$ cat src/logic/fault_pkg.sv
/*
  Shared constants, types and decode functions for the safety fault code
  monitor: fault code numbers, message categories, hints, timing counts.
  Assumes a single 20 MHz clock domain and a synthesis tool that accepts
  functions and packed structs in a package.
*/
package fault_pkg;

  // ---------------------------------------------------------------
  // Timing
  // ---------------------------------------------------------------
  localparam int CLK_HZ        = 20_000_000;
  localparam int SIMUL_TIME_S  = 3;                    // Second channel limit
  localparam int SIMUL_CYCLES  = SIMUL_TIME_S * CLK_HZ;
  localparam int SIMUL_CNT_W   = 26;                   // Holds SIMUL_CYCLES
  localparam int DEB_W         = 16;                   // Debounce count width

  // ---------------------------------------------------------------
  // Status record bit positions, one per fault code
  // ---------------------------------------------------------------
  localparam int NUM_CODES     = 11;
  localparam int BIT_OUT_ON    = 0;                    // Code 1.1
  localparam int BIT_OUT_EXT   = 1;                    // Code 1.2
  localparam int BIT_INT_FIRST = 2;                    // Codes 1.3 .. 1.8
  localparam int NUM_INT       = 6;
  localparam int BIT_SEQ       = 8;                    // Code 1.10
  localparam int BIT_CONC      = 9;                    // Code 2.1
  localparam int BIT_SIMUL     = 10;                   // Code 2.2
  localparam logic [NUM_CODES-1:0] STATUS_RESET = 11'h000;

  // ---------------------------------------------------------------
  // Code numbers as shown on the diagnostics view
  // ---------------------------------------------------------------
  localparam logic [3:0] MAJOR_OUTPUT = 4'h1;
  localparam logic [3:0] MAJOR_INPUT  = 4'h2;
  localparam logic [4:0] MINOR_OUT_ON = 5'h01;
  localparam logic [4:0] MINOR_EXT    = 5'h02;
  localparam logic [4:0] MINOR_INT0   = 5'h03;
  localparam logic [4:0] MINOR_SEQ    = 5'h0a;
  localparam logic [4:0] MINOR_CONC   = 5'h01;
  localparam logic [4:0] MINOR_SIMUL  = 5'h02;

  typedef enum logic [2:0] {
    MSG_NONE         = 3'h0,
    MSG_OUTPUT       = 3'h1,
    MSG_INTERNAL     = 3'h2,
    MSG_CONCURRENCY  = 3'h3,
    MSG_SIMULTANEITY = 3'h4
  } fault_msg_t;

  typedef enum logic [1:0] {
    HINT_NONE         = 2'h0,
    HINT_CHECK_SHORTS = 2'h1,
    HINT_INPUT_TIMING = 2'h2,
    HINT_CYCLE_INPUT  = 2'h3
  } fault_hint_t;

  typedef struct packed {
    logic [3:0]  major;
    logic [4:0]  minor;
    fault_msg_t  msg;
    fault_hint_t hint;
  } fault_desc_t;

  // Dual-channel pair supervisor, Gray coded along idle-wait-run-drop
  typedef enum logic [2:0] {
    PAIR_IDLE  = 3'b000,
    PAIR_WAIT  = 3'b001,
    PAIR_RUN   = 3'b011,
    PAIR_DROP  = 3'b010,
    PAIR_FAULT = 3'b110
  } pair_state_t;

  // Lowest set bit wins, so output faults outrank input faults
  function automatic logic [3:0] first_set(input logic [NUM_CODES-1:0] s);
    logic [3:0] idx;
    idx = 4'hf;
    for (int i = NUM_CODES - 1; i >= 0; i--) begin
      if (s[i]) begin
        idx = 4'(i);
      end
    end
    return idx;
  endfunction

  // Descriptor for one status bit
  function automatic fault_desc_t describe(input logic [3:0] idx);
    fault_desc_t d;
    d = '{major: 4'h0, minor: 5'h00, msg: MSG_NONE, hint: HINT_NONE};
    case (idx)
      4'h0: d = '{MAJOR_OUTPUT, MINOR_OUT_ON, MSG_OUTPUT, HINT_CHECK_SHORTS};
      4'h1: d = '{MAJOR_OUTPUT, MINOR_EXT, MSG_OUTPUT, HINT_CHECK_SHORTS};
      4'h2, 4'h3, 4'h4, 4'h5, 4'h6, 4'h7: begin
        d = '{MAJOR_OUTPUT, 5'(MINOR_INT0 + 5'(idx) - 5'h02),
              MSG_INTERNAL, HINT_NONE};
      end
      4'h8: d = '{MAJOR_OUTPUT, MINOR_SEQ, MSG_OUTPUT, HINT_INPUT_TIMING};
      4'h9: d = '{MAJOR_INPUT, MINOR_CONC, MSG_CONCURRENCY, HINT_CYCLE_INPUT};
      4'ha: d = '{MAJOR_INPUT, MINOR_SIMUL, MSG_SIMULTANEITY,
                  HINT_CYCLE_INPUT};
      default: d = '{4'h0, 5'h00, MSG_NONE, HINT_NONE};
    endcase
    return d;
  endfunction

endpackage

$ cat src/logic/chan_if.sv
/*
  Carrier between the fault monitor and its input debouncer: the two raw
  channels of a dual-channel input, the user debounce length and the
  filtered levels. Assumes both ends run on the same clock.
*/
`timescale 1ns/1ps
interface chan_if;
  import fault_pkg::*;
  logic [1:0]       raw;
  logic [DEB_W-1:0] deb_len;
  logic [1:0]       clean;

  modport filter (input raw, input deb_len, output clean);
  modport user   (output raw, output deb_len, input clean);
endinterface

$ cat src/logic/safety_fault_code_monitor.sv
/*
  Fault detection and fault code reporting for a safety controller.
  Compares safety outputs with their commanded state, supervises one
  dual-channel safety input for concurrency and simultaneity, keeps a
  sticky record of every fault code and presents the highest priority
  code with its message category and hint.
  Assumes all inputs synchronous to clk; sys_reset is the controller's
  system reset request, diag_clear the diagnostics acknowledge.
  SIMUL_LIMIT may be shortened in simulation; its default is 3 s.
  The shown code is the lowest set status bit, so output faults
  are shown ahead of input faults.
*/
`timescale 1ns/1ps
module safety_fault_code_monitor
  import fault_pkg::*;
#(
  parameter int NUM_OUT     = 2,
  parameter int SIMUL_LIMIT = SIMUL_CYCLES
) (
  input  wire logic                 clk,
  input  wire logic                 rst_n,
  input  wire logic                 sys_reset,
  input  wire logic                 diag_clear,
  input  wire logic [NUM_OUT-1:0]   out_cmd,
  input  wire logic [NUM_OUT-1:0]   out_sense,
  input  wire logic [NUM_OUT-1:0]   out_ext_volt,
  input  wire logic                 int_fault,
  input  wire logic [2:0]           int_fault_idx,
  input  wire logic                 seq_timing_err,
  input  wire logic                 chan_a,
  input  wire logic                 chan_b,
  input  wire logic [DEB_W-1:0]     deb_len,
  output logic [NUM_CODES-1:0]      fault_status,
  output logic                      fault_active,
  output logic                      fault_new,
  output logic [3:0]                fault_major,
  output logic [4:0]                fault_minor,
  output fault_msg_t                fault_msg,
  output fault_hint_t               fault_hint
);

  // Last timer value before the second channel counts as late; the
  // timer starts from zero on entry to WAIT
  localparam logic [SIMUL_CNT_W-1:0] SIMUL_LAST =
    SIMUL_CNT_W'(SIMUL_LIMIT - 1);

  // ---------------------------------------------------------------
  // Input debounce
  // ---------------------------------------------------------------
  // Both raw channels pass the filter before any pair decision
  chan_if chans ();

  // Channel 0 is chan_a, channel 1 is chan_b
  assign chans.raw     = {chan_b, chan_a};
  assign chans.deb_len = deb_len;

  // One filter for the pair keeps both channels on equal delay
  chan_debounce u_debounce (
    .clk   (clk),
    .rst_n (rst_n),
    .ch    (chans)
  );

  // Filtered levels, 1 = Run
  logic run_a;
  logic run_b;
  assign run_a = chans.clean[0];
  assign run_b = chans.clean[1];

  // ---------------------------------------------------------------
  // Dual-channel pair supervisor
  // ---------------------------------------------------------------
  // Pair state and the simultaneity timer
  pair_state_t            pair_reg;
  pair_state_t            pair_next;
  logic [SIMUL_CNT_W-1:0] timer_reg;
  logic [SIMUL_CNT_W-1:0] timer_next;
  logic                   conc_evt;
  logic                   simul_evt;

  // A faulted pair must see both channels at Stop before it may arm
  // again, which forces the operator to cycle the input
  always_comb begin
    pair_next  = pair_reg;
    timer_next = '0;
    conc_evt   = 1'b0;
    simul_evt  = 1'b0;
    case (pair_reg)
      PAIR_IDLE: begin
        if (run_a && run_b) begin
          pair_next = PAIR_RUN;
        end else if (run_a ^ run_b) begin
          pair_next = PAIR_WAIT;
        end
      end
      PAIR_WAIT: begin
        if (run_a && run_b) begin
          pair_next = PAIR_RUN;
        end else if (!run_a && !run_b) begin
          pair_next = PAIR_IDLE;
        end else if (timer_reg >= SIMUL_LAST) begin
          simul_evt = 1'b1;
          pair_next = PAIR_FAULT;
        end else begin
          timer_next = SIMUL_CNT_W'(timer_reg + 1'b1);
        end
      end
      PAIR_RUN: begin
        if (!run_a && !run_b) begin
          pair_next = PAIR_IDLE;
        end else if (run_a ^ run_b) begin
          pair_next = PAIR_DROP;
        end
      end
      PAIR_DROP: begin
        if (run_a && run_b) begin
          conc_evt  = 1'b1;
          pair_next = PAIR_FAULT;
        end else if (!run_a && !run_b) begin
          pair_next = PAIR_IDLE;
        end
      end
      // No new pair faults until both channels are back at Stop
      PAIR_FAULT: begin
        if (!run_a && !run_b) begin
          pair_next = PAIR_IDLE;
        end
      end
      default: pair_next = PAIR_IDLE;
    endcase
  end

  // Register pair state; the timer is held at zero outside WAIT
  always_ff @(posedge clk) begin
    if (!rst_n) begin
      pair_reg  <= PAIR_IDLE;
      timer_reg <= '0;
    end else begin
      pair_reg  <= pair_next;
      timer_reg <= timer_next;
    end
  end

  // ---------------------------------------------------------------
  // Fault events and status record
  // ---------------------------------------------------------------
  // Status record, shown descriptor and new-fault flag
  logic [NUM_CODES-1:0] status_reg;
  logic [NUM_CODES-1:0] status_next;
  logic [NUM_CODES-1:0] evt;
  logic [NUM_CODES-1:0] clr;
  logic                 new_next;
  fault_desc_t          desc_next;
  logic                 active_next;
  fault_desc_t          desc_reg;
  logic                 active_reg;
  logic                 new_reg;

  // Sticky bits: an event in the clearing cycle still sets its bit.
  // Code 1.10 ignores the diagnostics clear and yields only to a
  // system reset
  always_comb begin
    evt = '0;
    evt[BIT_OUT_ON]  = |(~out_cmd & out_sense);
    evt[BIT_OUT_EXT] = |(out_cmd & out_ext_volt);
    for (int i = 0; i < NUM_INT; i++) begin
      evt[BIT_INT_FIRST + i] = int_fault &&
                               (int_fault_idx == 3'(i));
    end
    evt[BIT_SEQ]   = seq_timing_err;
    evt[BIT_CONC]  = conc_evt;
    evt[BIT_SIMUL] = simul_evt;

    // Diagnostics clear spares code 1.10
    clr = {NUM_CODES{diag_clear | sys_reset}};
    clr[BIT_SEQ] = sys_reset;
    status_next = (status_reg & ~clr) | evt;
    new_next    = |(evt & ~status_reg);

    // Descriptor of the highest priority code still held
    active_next = |status_next;
    desc_next   = describe(first_set(status_next));
  end

  // Record and descriptor share one edge, so the shown code never
  // lags the status bits
  always_ff @(posedge clk) begin
    if (!rst_n) begin
      status_reg <= STATUS_RESET;
      new_reg    <= 1'b0;
      active_reg <= 1'b0;
      desc_reg   <= '{4'h0, 5'h00, MSG_NONE, HINT_NONE};
    end else begin
      status_reg <= status_next;
      new_reg    <= new_next;
      active_reg <= active_next;
      desc_reg   <= desc_next;
    end
  end

  // ---------------------------------------------------------------
  // Outputs, all straight from flip-flops
  // ---------------------------------------------------------------
  // Plain wires from the registers, no logic after the flops
  assign fault_status = status_reg;
  assign fault_active = active_reg;
  assign fault_new    = new_reg;
  assign fault_major  = desc_reg.major;
  assign fault_minor  = desc_reg.minor;
  assign fault_msg    = desc_reg.msg;
  assign fault_hint   = desc_reg.hint;

endmodule

$ cat src/logic/chan_debounce.sv
/*
  Debounce filter for the two channels of a dual-channel safety input.
  A channel's filtered level follows the raw level only after the raw
  level has differed from it for deb_len + 1 consecutive cycles.
  Assumes raw inputs already synchronous to clk.
*/
`timescale 1ns/1ps
module chan_debounce
  import fault_pkg::*;
(
  input  wire logic clk,
  input  wire logic rst_n,
  chan_if.filter    ch
);

  logic [DEB_W-1:0] cnt_reg   [2];
  logic [DEB_W-1:0] cnt_next  [2];
  logic [1:0]       clean_reg;
  logic [1:0]       clean_next;

  // ---------------------------------------------------------------
  // Filter
  // ---------------------------------------------------------------
  // A glitch shorter than the length restarts the count, so a
  // bouncing contact never reaches the concurrency check
  always_comb begin
    clean_next = clean_reg;
    for (int i = 0; i < 2; i++) begin
      cnt_next[i] = '0;
      if (ch.raw[i] != clean_reg[i]) begin
        if (cnt_reg[i] >= ch.deb_len) begin
          clean_next[i] = ch.raw[i];
        end else begin
          cnt_next[i] = DEB_W'(cnt_reg[i] + 1'b1);
        end
      end
    end
  end

  // Register filter state; both channels start at Stop
  always_ff @(posedge clk) begin
    if (!rst_n) begin
      clean_reg  <= 2'h0;
      cnt_reg[0] <= '0;
      cnt_reg[1] <= '0;
    end else begin
      clean_reg  <= clean_next;
      cnt_reg[0] <= cnt_next[0];
      cnt_reg[1] <= cnt_next[1];
    end
  end

  assign ch.clean = clean_reg;

endmodule

$ cat config.mk
export PLATFORM = sky130hd
export DESIGN_NAME = safety_fault_code_monitor
export DESIGN_NICKNAME = d
export VERILOG_FILES = /design/src/logic/fault_pkg.sv /design/src/logic/chan_if.sv /design/src/logic/safety_fault_code_monitor.sv /design/src/logic/chan_debounce.sv
export SDC_FILE = /design/constraint.sdc
export NUM_CORES = 1
export LEC_CHECK = 0
export ABC_CLOCK_PERIOD_IN_PS = 6100
export BUFFER_PORTS_ARGS = -buffer_cell sky130_fd_sc_hd__buf_2
export CORE_ASPECT_RATIO = 2
export CORE_MARGIN = 5
export CORE_UTILIZATION = 30
export CTS_CLUSTER_DIAMETER = 50
export DETAILED_ROUTE_END_ITERATION = 8
export PLACE_DENSITY_LB_ADDON = 0.08
export SLEW_MARGIN = 20
export SYNTH_ARGS = -nofsm -noshare
export SYNTH_HDL_FRONTEND = slang
export SYNTH_HIERARCHICAL = 1
export SYNTH_SLANG_ARGS = --single-unit
$ cat constraint.sdc
create_clock -name clk -period 6.1 [get_ports clk]
set_input_delay 0.61 -clock clk [delete_from_list [all_inputs] [get_ports clk]]
set_output_delay 0.61 -clock clk [all_outputs]
set_load 0.01 [all_outputs]
Word level (Yosys, flattened, before mapping)

Memory sizes are Yosys's and may differ from the RTL's.
Index checks and enable logic that the tools add are counted.

Bits in registers: 58
RAM bits: 32
Input bits: 33
Output and inout bits: 27
Logic and storage cells: 116
Memories: 1

Add/subtract/negate cells: 5
Order comparisons: 3
Eq/ne operators: 24
Muxes and demuxes: 36
Bitwise logic cells: 14
Reductions and logical operators: 22

Memory list:

| name               | words | width | read ports | clocked after Yosys merged registers in | write ports | line                | text |
|---|---|---|---|---|---|---|---|
| u_debounce.cnt_reg | 2     | 16    | 2          | 0                                       | 2           | chan_debounce.sv:16 | `logic [DEB_W-1:0] cnt_reg [2];` |

Operators by type and width:

| cell                    | count |
|---|---|
| $mux W16                | 6 |
| $pmux W12 S6            | 1 |
| $mux W4                 | 10 |
| $add A16 B1 Y16 const B | 2 |
| $ge A16 B16 Y1          | 2 |
| $mux W3                 | 10 |
| $add A26 B1 Y26 const B | 1 |
| $ge A26 B26 Y1 const B  | 1 |
| $and A11 B11 Y11        | 2 |
| $not A11 Y11            | 2 |
| $reduce_or A11 Y1       | 2 |
| $eq A4 B3 Y1 const B    | 4 |
| $pmux W3 S5             | 1 |
| $eq A3 B2 Y1 const B    | 4 |
| $eq A4 B4 Y1 const B    | 3 |
| $or A11 B11 Y11         | 1 |
| $eq A3 B3 Y1 const B    | 3 |
| $eq A4 B2 Y1 const B    | 2 |
| $logic_and A1 B1 Y1     | 8 |
| $mux W1                 | 8 |
| $eq A3 B1 Y1 const B    | 2 |
| $logic_not A3 Y1        | 2 |
| $ne A3 B3 Y1 const B    | 2 |
| $reduce_or A6 Y1        | 1 |
| 16 further kinds        | 24 |

Logic depth before layout (Yosys ltp)

Word-level depth: 20
Depth in mapped cells: 14
Mapped depth without buffers: 14

Hierarchy

The synthesis kept the hierarchy.

By module, submodules not included:

| module                    | instances | cells each | area an instance (um^2) | sequential area each (um^2) |
|---|---|---|---|---|
| safety_fault_code_monitor | 1         | 326        | 2,753.9                 | 1,081.0 |
| chan_debounce             | 1         | 254        | 2,148.3                 | 680.7 |

Worst setup path before layout

OpenSTA, ideal clock, no wires.

Path type: in2reg
Start point: input int_fault_idx[2]
End point: register desc_reg, in the netlist fault_minor[0]
Library setup time: 0.135 ns
Data arrival time: 3.062 ns
Required time: 5.965 ns
Slack: 2.904 ns
Stages: 12
Path buffers: 1
Path through: buf_2 > or3b_4 > o21a_1 > a221oi_1 > inv_1 > ha_1 > nor2_1 > nand2_1 > mux2_1 > o21a_1 > a21oi_1 > a311oi_2

Longest elaborated chain between the ends: 14
Elaborated cells between the ends (all ways): 36
Classes of those cells: add/sub (2); eq/ne (15); mux (9); bitwise (1); reduce/logical (9)

RTL lines:

| element                                           | line                             | text |
|---|---|---|
| from (decl)                                       | safety_fault_code_monitor.sv:28  | `input wire logic [2:0] int_fault_idx,` |
| $eq A3 B3 Y1                                      | safety_fault_code_monitor.sv:168 | `(int_fault_idx == 3'(i));` |
| $logic_and A1 B1 Y1                               | safety_fault_code_monitor.sv:167 | `evt[BIT_INT_FIRST + i] = int_fault &&` |
| $or A11 B11 Y11 *                                 | safety_fault_code_monitor.sv:177 | `status_next = (status_reg & ~clr) \| evt;` |
| $mux W4 (5 in a row)                              | fault_pkg.sv:79                  | `if (s[i]) begin` |
| $mux W4 * (3 in a row)                            | fault_pkg.sv:79                  |  |
| $add A2 B4 Y5, or another cell as far along       | fault_pkg.sv:94                  | `d = '{MAJOR_OUTPUT, 5'(MINOR_INT0 + 5'(idx) - 5'h02),` |
| $sub A5 B2 Y5 or $reduce_or A6 Y1 (tied branches) | fault_pkg.sv:94, fault_pkg.sv:90 |  |
| $pmux W12 S6 *                                    | fault_pkg.sv:90                  | `case (idx)` |
| to (signal assigned)                              | safety_fault_code_monitor.sv:192 | `desc_reg <= '{4'h0, 5'h00, MSG_NONE, HINT_NONE};` |
| to (signal assigned)                              | safety_fault_code_monitor.sv:197 | `desc_reg <= desc_next;` |
| to (decl)                                         | safety_fault_code_monitor.sv:155 | `fault_desc_t desc_reg;` |

Every way passes the cells marked *; elsewhere a longest branch is shown, timed or not.
A chain may end at the register's enable or synchronous reset.

Final worst setup path

Start point: register u_debounce.clean_reg[0] (netlist: u_debounce/ch.clean[0])
End point: register desc_reg, in the netlist fault_minor[0]

Longest elaborated chain between the ends: 20
Elaborated cells between the ends (all ways): 35
Classes of those cells: add/sub (2); eq/ne (10); mux (17); bitwise (1); reduce/logical (5)

RTL lines:

| element                                           | line                             | text |
|---|---|---|
| from (decl)                                       | chan_debounce.sv:18              | `logic [1:0] clean_reg;` |
| from (signal assigned)                            | chan_debounce.sv:47              | `clean_reg <= clean_next;` |
| $logic_not A1 Y1                                  | safety_fault_code_monitor.sv:99  | `end else if (!run_a && !run_b) begin` |
| $logic_and A1 B1 Y1                               | safety_fault_code_monitor.sv:99  |  |
| $mux W1                                           | safety_fault_code_monitor.sv:99  |  |
| $mux W1                                           | safety_fault_code_monitor.sv:97  | `if (run_a && run_b) begin` |
| $mux W1                                           | safety_fault_code_monitor.sv:88  | `case (pair_reg)` |
| $or A11 B11 Y11 *                                 | safety_fault_code_monitor.sv:177 |  |
| $mux W3                                           | fault_pkg.sv:79                  |  |
| $mux W4 * (10 in a row)                           | fault_pkg.sv:79                  |  |
| $add A2 B4 Y5, or another cell as far along       | fault_pkg.sv:94                  |  |
| $sub A5 B2 Y5 or $reduce_or A6 Y1 (tied branches) | fault_pkg.sv:94, fault_pkg.sv:90 |  |
| $pmux W12 S6 *                                    | fault_pkg.sv:90                  |  |

Marked as above.

==> out/qor.csv <==
metric,value,unit
outcome,"complete, no violations",
dp.cells,832,
cp_data_arrival_time,3.81,ns
worst_clock_skew,0.00978,ns
fraction_of_layout_instances_using_a_drive_strength_above_1,0.140,
number_of_flip_flops_under_the_largest_register_name,32,
cts.hold.buffers_added,0,
gp_routability_congestion,0.899,
tritoncts_num_sinks,88,
route.detailed.wl_per_inst,14.9,µm
post-cts-setup-buffer-count,0,
nets,716,
synth-simple-area-share,0.249,
p_leak,2.33,nW
track_usage,0.139,
insertedDiodeCount,0,
synthCells,580,
ctsRootBufferMaster,sky130_fd_sc_hd__clkbuf_16,
clockBufferDepth,2,
crit_path_max_fanout,6,
slew_headroom,0.512,
first_global_vias,4371,
grt_antenna_before_repair,0,
ant_nets,0,
cts.htree.levels,3,
viasPerCell,4.98,
critical_path.endpoint_type,flop,
area_growth,15.8,%
slew_violations,0,
synth.area.mux_share,0.0107,
cts_inserted_buffers,9,
postSynthRegisterBits,88,
power_per_standard_cell_area,219,nW/µm²
max_freq,277,MHz
core.rowCount,66,
setup_violating_endpoint_count_in_the_final_report,0,
min_period,3.62,ns
die_h,191,µm
route.vias.total,4226,
synth_enable_flop_cells,0,
post_synth.cell_area_avg,8.45,µm²
final-hold-violation-count,0,
dp_worst_setup_slack,2.27,ns
min_period_over_period,0.593,
cts_tree,done,
synth_top_family_by_area,simple AND/OR/NAND/NOR gates,
synth_compound_area_frac,0.139,
worstPathRequired,6.30,ns
whs,0.476,ns
tns,0,ns
clkLatencyLatePin,0.34,ns
yosysWarnings,6,
floorplan.die.width,100,µm
layout.filler_cells,1752,
post_synth_xor_area_fraction,0.0893,
maxCapViolations,0,
largest_net_degree_at_the_start_of_global_routing,27,
drc,0,
post_cts.resized_instances,0,
core_area,16200,µm²
rsz0062_at_grt,false,
syn_area,4900,µm²
postLayoutSetupSlackWorst,2.48,ns
final_cells,848,
placed_area,5400,µm²
drt-initial-drc-count,136,
post-dp-hpwl,10100,µm
path_class,flop to flop,
io_pins,60,
numPortBuffers,57,
async_flop_share,0,
drt-pass1-iter-count,4,
postSynth.topFlopCell,sky130_fd_sc_hd__dfxtp_1,
worstHoldPathType,flop to flop,
yosysUniqueCellTypes,67,
worst_setup_hold_path_clk_slew,0.06,ns
max-vdd-ir-drop,0.128,mV
start_kind,flop,
synth_adder_area_share,0.112,
dieArea,19200,µm²
synth-seq-area-share,0.359,
measured_slew_at_the_worst_slew_check_pin,0.732,ns
grt_first_pass_wirelength,20800,µm
postRouteWirelength,12700,µm
overflow,0,
design_area,5680,µm²
floorplan.initialDensity,0.303,
-- worst max-delay path, stage by stage (launching register included) --
cell	delay (ns)
sky130_fd_sc_hd__dfxtp_1	0.42
sky130_fd_sc_hd__inv_1	0.09
sky130_fd_sc_hd__ha_1	0.25
sky130_fd_sc_hd__nor4b_2	0.45
sky130_fd_sc_hd__nand3_1	0.13
sky130_fd_sc_hd__o211a_1	0.26
sky130_fd_sc_hd__o21ai_4	0.26
sky130_fd_sc_hd__inv_1	0.10
sky130_fd_sc_hd__ha_1	0.28
sky130_fd_sc_hd__nor2_1	0.24
sky130_fd_sc_hd__nand2_1	0.09
sky130_fd_sc_hd__mux2_1	0.31
sky130_fd_sc_hd__o21a_1	0.24
sky130_fd_sc_hd__a21oi_1	0.26
sky130_fd_sc_hd__a311oi_2	0.08
-- cell families (layout without fill, tap and decap cells) --
kind of cell	count (synthesis)	after routing
other	1	3
xor gates and xnor gates	50	50
adders and majority gates	44	44
DFF	88	88
muxes	5	5
buffers and inverters	47	109
and+or+nand+nor	248	248
AOI/OAI and AO/OA	97	97
-- placed cells by master (no fill, tap or decap), types with 3 or more instances in the layout --
cell type	n
sky130_fd_sc_hd__or3_1	4
sky130_fd_sc_hd__nand3_1	22
sky130_fd_sc_hd__a22oi_1	4
sky130_fd_sc_hd__xor2_1	33
sky130_fd_sc_hd__dfxtp_1	88
sky130_fd_sc_hd__nor3b_1	3
sky130_fd_sc_hd__buf_2	57
sky130_fd_sc_hd__o21ai_0	15
sky130_fd_sc_hd__nor2b_1	6
sky130_fd_sc_hd__xnor2_1	17
sky130_fd_sc_hd__mux2i_1	3
sky130_fd_sc_hd__and4_1	5
sky130_fd_sc_hd__a31oi_1	4
sky130_fd_sc_hd__a21oi_1	34
sky130_fd_sc_hd__nand4_1	16
sky130_fd_sc_hd__clkbuf_16	9
sky130_fd_sc_hd__nor3_1	7
sky130_fd_sc_hd__ha_1	44
sky130_fd_sc_hd__nand2b_1	6
sky130_fd_sc_hd__nand2_1	51
sky130_fd_sc_hd__and3_1	13
sky130_fd_sc_hd__inv_1	35
sky130_fd_sc_hd__conb_1	3
sky130_fd_sc_hd__o21a_1	5
sky130_fd_sc_hd__nor2_1	97
sky130_fd_sc_hd__nor4_1	3
-- synthesized netlist by cell type (2+ instances only) --
master                     count  share of area
sky130_fd_sc_hd__o21a_1        5         0.0077
sky130_fd_sc_hd__buf_4         2         0.0031
sky130_fd_sc_hd__nor2_1       97          0.074
sky130_fd_sc_hd__nor3_1        7         0.0071
sky130_fd_sc_hd__o211ai_1      2         0.0031
sky130_fd_sc_hd__a311oi_2      2         0.0061
sky130_fd_sc_hd__a21oi_1      34          0.035
sky130_fd_sc_hd__a32oi_1       2         0.0036
sky130_fd_sc_hd__buf_2         4         0.0041
sky130_fd_sc_hd__and4_1        5         0.0089
sky130_fd_sc_hd__a211oi_1      2         0.0031
sky130_fd_sc_hd__or2_1         2         0.0026
sky130_fd_sc_hd__inv_1        35          0.027
sky130_fd_sc_hd__o211a_1       2         0.0041
sky130_fd_sc_hd__mux2i_1       3         0.0061
sky130_fd_sc_hd__dfxtp_1      88           0.36
sky130_fd_sc_hd__and3_1       13          0.017
sky130_fd_sc_hd__nand3_1      22          0.022
sky130_fd_sc_hd__a221oi_1      2         0.0036
sky130_fd_sc_hd__nand4_1      16          0.020
sky130_fd_sc_hd__xnor2_1      17          0.030
sky130_fd_sc_hd__o32ai_1       2         0.0036
sky130_fd_sc_hd__clkbuf_1      5         0.0038
sky130_fd_sc_hd__o31ai_1       2         0.0031
sky130_fd_sc_hd__o21ai_0      15          0.015
sky130_fd_sc_hd__nor3b_1       3         0.0046
sky130_fd_sc_hd__a31oi_1       4         0.0051
sky130_fd_sc_hd__a21o_1        2         0.0031
sky130_fd_sc_hd__nand2_1      51          0.039
sky130_fd_sc_hd__o21ai_1       3         0.0031
sky130_fd_sc_hd__xor2_1       33          0.059
sky130_fd_sc_hd__nand2b_1      6         0.0077
sky130_fd_sc_hd__ha_1         44           0.11
sky130_fd_sc_hd__nor4_1        3         0.0038
sky130_fd_sc_hd__nor2b_1       6         0.0077
sky130_fd_sc_hd__or3_1         4         0.0051
sky130_fd_sc_hd__a221o_1       2         0.0041
sky130_fd_sc_hd__a22oi_1       4         0.0061
-- where the power goes --
group	switching, mW	total [mW]	internal [mW]
Combinational	0.0800	0.129	0.0490
Sequential	0.00679	0.593	0.586
Clock	0.237	0.525	0.288
-- routing by layer --
layer  up-vias  global-route usage  wire length [µm]
met5         -                   0                 0
met1      1969               0.139              4780
met2        92               0.266              7090
met4         0              0.0747               427
met3        29              0.0190               380
li1       2136                   -                 -
-- path summary, 6_finish.rpt --
check / startpoint / end / slack (ns) / cells after the start
worst min register to register: u_debounce/cnt_reg[0][0] / u_debounce/cnt_reg[0][0] / 0.48 / 1
worst max-delay path: u_debounce/ch.clean[0] / fault_minor[0] / 2.48 / 14
worst min-delay path: u_debounce/cnt_reg[0][0] / u_debounce/cnt_reg[0][0] / 0.48 / 1
worst max register to register: u_debounce/ch.clean[0] / fault_minor[0] / 2.48 / 14
-- area by class of cell --
type | count | area (µm²) | share of cell area
multi-input cells | 447 | 2960 | 0.520
flip-flops and latches | 88 | 1760 | 0.310
repair buffers | 58 | 293 | 0.0516
well taps | 204 | 255 | 0.0450
clock buffers | 10 | 239 | 0.0421
inverters | 35 | 131 | 0.0231
clock inverters | 6 | 42.5 | 0.00749
-- through the flow --
| step | utilization | power, mW |
|---|---|---|
| after floorplan | - | 0.688 |
| after global placement | 0.333 | 0.735 |
| after detailed placement | 0.333 | 0.736 |
| after CTS | 0.351 | 1.27 |
| after global routing | 0.351 | 1.31 |
| final | 0.351 | 1.25 |
(Power assumes the default switching activity.)
